### src/logic/bmm_pkg.sv
// constants for the banked memory address map
package bmm_pkg;
  localparam int PC_W           = 13;
  localparam int INSN_W         = 14;
  localparam int PROG_IMPL_W    = 10;
  localparam int FILE_ADDR_W    = 7;
  localparam int EFF_ADDR_W     = 8;
  localparam int DATA_W         = 8;
  localparam int GPR_DEPTH      = 64;
  localparam int GPR_IDX_W      = 6;
  localparam int SFR_COUNT      = 32;
  localparam int SFR_IDX_W      = 5;
  localparam logic [PC_W-1:0] RESET_VECTOR = 13'h0000;
  localparam logic [PC_W-1:0] INTR_VECTOR  = 13'h0004;
  localparam logic [FILE_ADDR_W-1:0] GPR_LO = 7'h20;
  localparam logic [FILE_ADDR_W-1:0] GPR_HI = 7'h5F;
  localparam logic [FILE_ADDR_W-1:0] SFR_HI = 7'h1F;
  localparam int STATUS_BANK_BIT = 5;
  localparam int STATUS_UPPER_BANK_BIT = 6;
  localparam int STATUS_INDIRECT_PAGE_BIT = 7;
  localparam logic [DATA_W-1:0] ZERO_BYTE = 8'h00;
  typedef enum logic [1:0] {
    BMM_REGION_SFR  = 2'b00,
    BMM_REGION_GPR  = 2'b01,
    BMM_REGION_NONE = 2'b10
  } bmm_region_e;
  // shared decode of a 7-bit file offset into its region
  function automatic bmm_region_e bmm_decode(input logic [FILE_ADDR_W-1:0] a);
    if (a <= SFR_HI) begin
      return BMM_REGION_SFR;
    end else if (a >= GPR_LO && a <= GPR_HI) begin
      return BMM_REGION_GPR;
    end
    return BMM_REGION_NONE;
  endfunction
endpackage

### src/logic/bmm_gpr_ram.sv
// 64 x 8 general purpose register storage
`timescale 1ns/1ps
module bmm_gpr_ram
  import bmm_pkg::*;
(
  // clock
  input  wire logic                 clk,
  // write port
  input  wire logic                 wr_en,
  input  wire logic [GPR_IDX_W-1:0] wr_idx,
  input  wire logic [DATA_W-1:0]    wr_data,
  // read port
  input  wire logic [GPR_IDX_W-1:0] rd_idx,
  output logic      [DATA_W-1:0]    rd_data
);
  // contents are not cleared by reset, like plain static ram
  logic [DATA_W-1:0] mem [GPR_DEPTH];

  always_ff @(posedge clk) begin
    if (wr_en) begin
      mem[wr_idx] <= wr_data;
    end
  end

  always_comb begin
    rd_data = mem[rd_idx];
  end
endmodule

### src/logic/bmm_map.sv
// banked memory address map: program counter and data decode
//
// Summary of operation
// - 13-bit program counter over 8K words
// - fetch address wraps onto lowest 1K
// - reset starts fetch at address zero
// - interrupt loads program counter with four
// - data space split into two banks
// - low 32 locations per bank are sfrs
// - 20h-5Fh ram, shared by both banks
// - unimplemented data locations read zero
// - status bit 5 picks the bank for direct access, pointer bit 7 for indirect
// - 64-byte ram, direct or via pointer
`timescale 1ns/1ps
module bmm_map
  import bmm_pkg::*;
(
  // clock and reset
  input  wire logic                   clk,
  input  wire logic                   rst,
  // program counter control from the core
  input  wire logic                   pc_load,
  input  wire logic [PC_W-1:0]        pc_load_value,
  input  wire logic                   pc_advance,
  input  wire logic                   intr_take,
  // status register bits from the core
  input  wire logic [DATA_W-1:0]      status_value,
  // data access request
  input  wire logic                   data_req,
  input  wire logic                   data_we,
  input  wire logic                   data_indirect,
  input  wire logic [FILE_ADDR_W-1:0] file_field,
  input  wire logic [EFF_ADDR_W-1:0]  indirect_pointer,
  input  wire logic [DATA_W-1:0]      data_wdata,
  // sfr read data supplied by the core for the decoded slot
  input  wire logic [DATA_W-1:0]      sfr_rdata,
  // program side answer
  output logic      [PC_W-1:0]        pc,
  output logic      [PROG_IMPL_W-1:0] fetch_addr,
  // data side answer, one cycle after the request
  output logic                        data_valid,
  output logic      [DATA_W-1:0]      data_rdata,
  // sfr strobe to the core, one cycle after the request
  output logic                        sfr_sel,
  output logic      [SFR_IDX_W-1:0]   sfr_index,
  output logic                        sfr_bank,
  output logic                        sfr_we,
  output logic      [DATA_W-1:0]      sfr_wdata,
  // bank in force, for the core's own use
  output logic                        bank_select_bit
);
  // program side
  logic [PC_W-1:0]        next_pc;
  logic [PC_W-1:0]        pc_step;
  // data side
  logic [EFF_ADDR_W-1:0]  direct_addr;
  logic [EFF_ADDR_W-1:0]  eff_addr;
  bmm_region_e            region;
  logic                   sfr_hit;
  logic                   gpr_hit;
  logic                   access_we;
  logic                   gpr_we;
  logic [DATA_W-1:0]      gpr_rdata;
  logic [GPR_IDX_W-1:0]   gpr_idx;
  logic [DATA_W-1:0]      next_rdata;

  // 13-bit add, so 1FFF steps back round to zero
  always_comb begin
    pc_step = pc + 13'h0001;
  end

  // interrupt wins over a jump, a jump over a step
  always_comb begin
    if (intr_take) begin
      next_pc = INTR_VECTOR;
    end else if (pc_load) begin
      next_pc = pc_load_value;
    end else if (pc_advance) begin
      next_pc = pc_step;
    end else begin
      next_pc = pc;
    end
  end

  always_ff @(posedge clk) begin
    if (rst) begin
      pc <= RESET_VECTOR;
    end else begin
      pc <= next_pc;
    end
  end

  // upper bits dropped so any address folds onto the implemented 1K
  always_ff @(posedge clk) begin
    if (rst) begin
      fetch_addr <= RESET_VECTOR[PROG_IMPL_W-1:0];
    end else begin
      fetch_addr <= next_pc[PROG_IMPL_W-1:0];
    end
  end

  // direct access: bank bit on top of the 7-bit field
  always_comb begin
    direct_addr = {status_value[STATUS_BANK_BIT], file_field};
  end

  // upper bank and page bits are ignored; software must keep them zero
  always_comb begin
    if (data_indirect) begin
      eff_addr = indirect_pointer;
    end else begin
      eff_addr = direct_addr;
    end
  end

  // both banks decode the same 7-bit offset, so ram is mirrored
  always_comb begin
    region = bmm_decode(eff_addr[FILE_ADDR_W-1:0]);
  end

  // hits only count with a live request, so idle cycles strobe nothing
  always_comb begin
    sfr_hit   = data_req && (region == BMM_REGION_SFR);
    gpr_hit   = data_req && (region == BMM_REGION_GPR);
    access_we = data_req && data_we;
  end

  // offsets outside the ram alias an index but never write it
  always_comb begin
    gpr_idx = GPR_IDX_W'(eff_addr[FILE_ADDR_W-1:0] - GPR_LO);
    gpr_we  = access_we && gpr_hit;
  end

  // one index for both ports: a read in the write cycle sees the old byte
  bmm_gpr_ram u_gpr (
    .clk     (clk),
    .wr_en   (gpr_we),
    .wr_idx  (gpr_idx),
    .wr_data (data_wdata),
    .rd_idx  (gpr_idx),
    .rd_data (gpr_rdata)
  );

  always_comb begin
    unique case (region)
      BMM_REGION_SFR:  next_rdata = sfr_rdata;
      BMM_REGION_GPR:  next_rdata = gpr_rdata;
      BMM_REGION_NONE: next_rdata = ZERO_BYTE;
      default:         next_rdata = ZERO_BYTE;
    endcase
  end

  // answer pulse, one cycle after the request
  always_ff @(posedge clk) begin
    if (rst) begin
      data_valid <= 1'b0;
    end else begin
      data_valid <= data_req;
    end
  end

  // idle cycles read zero, so a stale byte never leaks out
  always_ff @(posedge clk) begin
    if (rst) begin
      data_rdata <= ZERO_BYTE;
    end else begin
      data_rdata <= data_req ? next_rdata : ZERO_BYTE;
    end
  end

  // sfr strobe registered so every output leaves a flip-flop
  always_ff @(posedge clk) begin
    if (rst) begin
      sfr_sel <= 1'b0;
    end else begin
      sfr_sel <= sfr_hit;
    end
  end

  // write strobe only for a decoded sfr slot
  always_ff @(posedge clk) begin
    if (rst) begin
      sfr_we <= 1'b0;
    end else begin
      sfr_we <= access_we && sfr_hit;
    end
  end

  // slot, bank and data follow the address every cycle; sel and we qualify them
  always_ff @(posedge clk) begin
    if (rst) begin
      sfr_index <= '0;
    end else begin
      sfr_index <= eff_addr[SFR_IDX_W-1:0];
    end
  end

  always_ff @(posedge clk) begin
    if (rst) begin
      sfr_bank <= 1'b0;
    end else begin
      sfr_bank <= eff_addr[FILE_ADDR_W];
    end
  end

  always_ff @(posedge clk) begin
    if (rst) begin
      sfr_wdata <= ZERO_BYTE;
    end else begin
      sfr_wdata <= data_wdata;
    end
  end

  // registered copy of the live bank bit
  always_ff @(posedge clk) begin
    if (rst) begin
      bank_select_bit <= 1'b0;
    end else begin
      bank_select_bit <= status_value[STATUS_BANK_BIT];
    end
  end
endmodule

### config.mk
export PLATFORM = sky130hd
export DESIGN_NAME = bmm_map
export DESIGN_NICKNAME = d
export VERILOG_FILES = /design/src/logic/bmm_pkg.sv /design/src/logic/bmm_gpr_ram.sv /design/src/logic/bmm_map.sv
export SDC_FILE = /design/constraint.sdc
export NUM_CORES = 1
export LEC_CHECK = 0
export ABC_AREA = 1
export CORE_MARGIN = 3
export CORE_UTILIZATION = 35
export CTS_CLUSTER_SIZE = 16
export DETAILED_ROUTE_END_ITERATION = 8
export DONT_BUFFER_PORTS = 1
export GPL_TIMING_DRIVEN = 1
export SETUP_SLACK_MARGIN = 0.2
export SLEW_MARGIN = 15
export SYNTH_ARGS = -nofsm -noshare
export SYNTH_HDL_FRONTEND = slang
export SYNTH_SLANG_ARGS = --single-unit
### constraint.sdc
create_clock -name clk -period 2.1 [get_ports clk]
set_input_delay 0.105 -clock clk [delete_from_list [all_inputs] [get_ports clk]]
set_output_delay 0.105 -clock clk [all_outputs]
set_load 0.02 [all_outputs]
==> results.md <==
- Final hold slack: 0.0665 ns
- CTS root buf: clkbuf_16
- NetSw: 5.58 mW
- CP endpoint kind: flip-flop
- # Post-CTS Setup Buffers: 0
- Total number of vias: 16,100
- Distinct cells, synth: 34
- CP max FO: 4
- Leak: 11.6 nW
- Final Slew Violations: 0
- PD cells: roughly 870 nW/µm²
- Seq/Total Area, Yosys: between 60% and 70%
- Final setup fails: 0
- # rows: 94
- CTS Buf Count: 56
- Primary FF master, synth: edfxtp_1
- Mapped Cells: 2,293
- Outcome: complete, no violations
- DR pass1 iterations: 5
- Final hold violations: 0
- Synthesized area per cell: between 10 and 15 µm²
- Seq cells post-synth: 551
- Count leader, synth: nand2_1
- Cell area after synthesis: 23,400 µm²
- CTS tree: yes
- Die area: 70,000 µm²
- Asr flop ratio synth: 0%
- Top cells by area, synth: edfxtp_1 (66%), nand2_1 (15%), inv_1 (4.3%), nand3_1 (3.5%), dfxtp_1 (3.3%)
- Sequential share of power: 49.5%
- # nets final: 2,532
- Final Cycle Share: 87.5%
- Sw Ratio: 22.7%
- I/O Buffers: 0
- Design Power: roughly 25 mW
- Overflow after GRT: 0
- 1st-iter DRT viols: 1,414
- RSZ-0062 raised after global routing: no
- Cell accounting for the most synthesized area: edfxtp_1
- Tmin final: 1.84 ns
- Mapped Nets: 2,354
- Routed WL: 62,000 µm
- Peak supply drop: 748 µV
- Non-Filler Instances: about 3,400
- Rel. slew slack: 48.4%
- Boundary pin count: 109
- Critical Path Start: pc[2]
- Worst path required time: 2.58 ns
- Worst Tran Pin Value: 0.772 ns
- Logic pwr share: 8.6%
- Post-synth EDFFs: 512
- Clock buffer depth: 3
- Routability cong.: around 0.85
- Yosys top cell area share: around two thirds
- First-pass GRT wire length: 93,800 µm
- Pin count of the biggest net entering global routing: 66
- Die H: 265 µm
- Crit Reg-Reg Startpoint: pc[2]
- Fmax: 544 MHz
- # placed instances: 3,207
- Placed wire-length estimate: 38,400 µm
- Core footprint: approximately 66,000 µm²
- P&R area growth vs syn: 21.1%
- WP data arrival: 2.32 ns
- Worst Hold Class: in -> reg
- Worst Clk Skew: 0.0190 ns
- Die W: 265 µm
- Register area: about 16,000 µm²
- Filler cell count: 6,110
- Hold path startpoint: data_indirect
- Warnings from Yosys: 0
- Met2 WL: between 20,000 and 30,000 µm
- Post-route DRC violation count: 0
- Clk slew on worst S/H paths: 0.06 ns
- Final core occ: 42.9%
- Internal power: 19.0 mW
- Initial antenna violation count: 9
- Clock Power Share: 41.9%
- CP startpoint kind: flip-flop
- Share of cells above drive strength 1: 11.5%
- Post-DRT Antenna Nets: 0
- Vias in the first global route: between 15,000 and 20,000
- Top cells by count, synth: nand2_1 (906), edfxtp_1 (512), inv_1 (268), nand3_1 (163), nor2_1 (142)
- Worst skew pair latency: ~0.60 ns
- Multi-input gate area: 5790 µm²
- Uppermost layer routed: met4
- Global-route usage over all layers: roughly 18%
- Initial Util: 35.4%
- Kind of critical path: reg -> reg
- WL met3: 4410 µm
- Routed vias/inst: roughly 4.8
- Maximum Capacitance Violations: 0
- Wire per inst: 18.3 µm
- Post-Route M1 WL: 25,700 µm
- Total clock sinks: around 550
- H-tree Lvls: 2
timing repair:
| action | in CTS | in global routing |
|---|---|---|
| hold endpoints to repair | 551 | 0 |
| setup endpoints to repair | 0 | 22 |
| hold buffers | 70 | 0 |
| gates resized for setup | 0 | 14 |
per-layer routing:
layer / vias up / global-route usage [%]
met4: 0 / 5.63
met5: - / 0
met1: 7693 / 22.6
li1: 7809 / -
met2: 529 / 29.4
met3: 114 / 4.00
sequential cells by signal (all words and copies together), names as in the netlist:
register / flops
bank_select_bit: 1
data_rdata: 8
data_valid: 1
pc: 13
sfr_bank: 1
sfr_index: 5
sfr_sel: 1
sfr_wdata: 8
sfr_we: 1
u_gpr.mem: 512
cell type report:
cell class                 count  area share [%]
tap                          864            3.82
sequential                   551            57.0
inverter                     273            3.62
antenna                        9          0.0795
clock inverter                25            1.06
timing repair buffer         227            8.27
clock buffer                  78            5.72
multi-input combinational   1362            20.4
through the flow:
step	setup slack [ns]	instance area (µm²)	TNS, ns
detailed placement	-0.0630	25500	-3.49
global placement	-0.107	25500	-5.87
global route	0.143	28300	0
finish	0.262	28300	0
CTS	0.219	28300	0
floorplan	0.0489	23400	0
cell families (layout without fill, tap and decap cells):
| logic type | Yosys count | in the layout | synth area share [%] |
|---|---|---|---|
| simple gates | 1264 | 1264 | 21.9 |
| flops | 551 | 551 | 69.1 |
| compound gates | 90 | 90 | 2.02 |
| fa+ha+maj | 1 | 1 | 0.0535 |
| buf+inv | 380 | 603 | 6.67 |
| other cells | 0 | 9 | 0 |
| xor+xnor | 7 | 7 | 0.262 |
layout by cell type, fill, tap and decap left out, types with 2 or more instances in the layout:
| master | n |
|---|---|
| nand2_1 | 902 |
| edfxtp_1 | 512 |
| inv_1 | 268 |
| nand3_1 | 163 |
| nor2_1 | 134 |
| buf_4 | 131 |
| o21ai_0 | 62 |
| dlygate4sd3_1 | 62 |
| clkbuf_16 | 58 |
| dfxtp_1 | 37 |
| nand4_1 | 29 |
| buf_12 | 26 |
| a21oi_1 | 20 |
| clkinv_2 | 13 |
| clkbuf_1 | 10 |
| diode_2 | 9 |
| clkbuf_8 | 9 |
| buf_16 | 8 |
| bufinv_16 | 7 |
| nand2_2 | 6 |
| nor2_4 | 6 |
| xor2_1 | 6 |
| nor3_2 | 5 |
| clkinv_1 | 5 |
| inv_2 | 4 |
| nor3_4 | 3 |
| nor3_1 | 3 |
| nand3b_1 | 3 |
| nand2_8 | 2 |
| nor2_2 | 2 |
| a31oi_1 | 2 |
| and2_1 | 2 |
| a22oi_1 | 2 |
| dfxtp_2 | 2 |
path summary, 6_finish.rpt:
check | endpoint | slack [ns] | cells after the start
worst max-delay path | pc[5] | 0.26 | 6
worst min register to register | pc[11] | 0.64 | 2
worst min-delay path | sfr_index[1] | 0.07 | 4
worst max register to register | pc[5] | 0.26 | 6
power by group through the flow:
stage / registers [mW] / clock network, mW / logic, mW
floorplan: 12.4 / 0 / 1.05
global placement: 12.4 / 0 / 1.72
detailed placement: 12.4 / 0 / 1.74
CTS: 12.2 / 10.5 / 2.10
global route: 12.2 / 11.0 / 2.30
finish: 12.2 / 10.3 / 2.10
critical path, stage by stage (launching register included):
cell           delay (ns)
dfxtp_1              0.38
inv_1                0.10
nor3_2               0.32
nand4_1              0.15
xor2_1               0.16
a21oi_1              0.07
dlygate4sd3_1        0.55
Power figures use the tool's default switching activity.
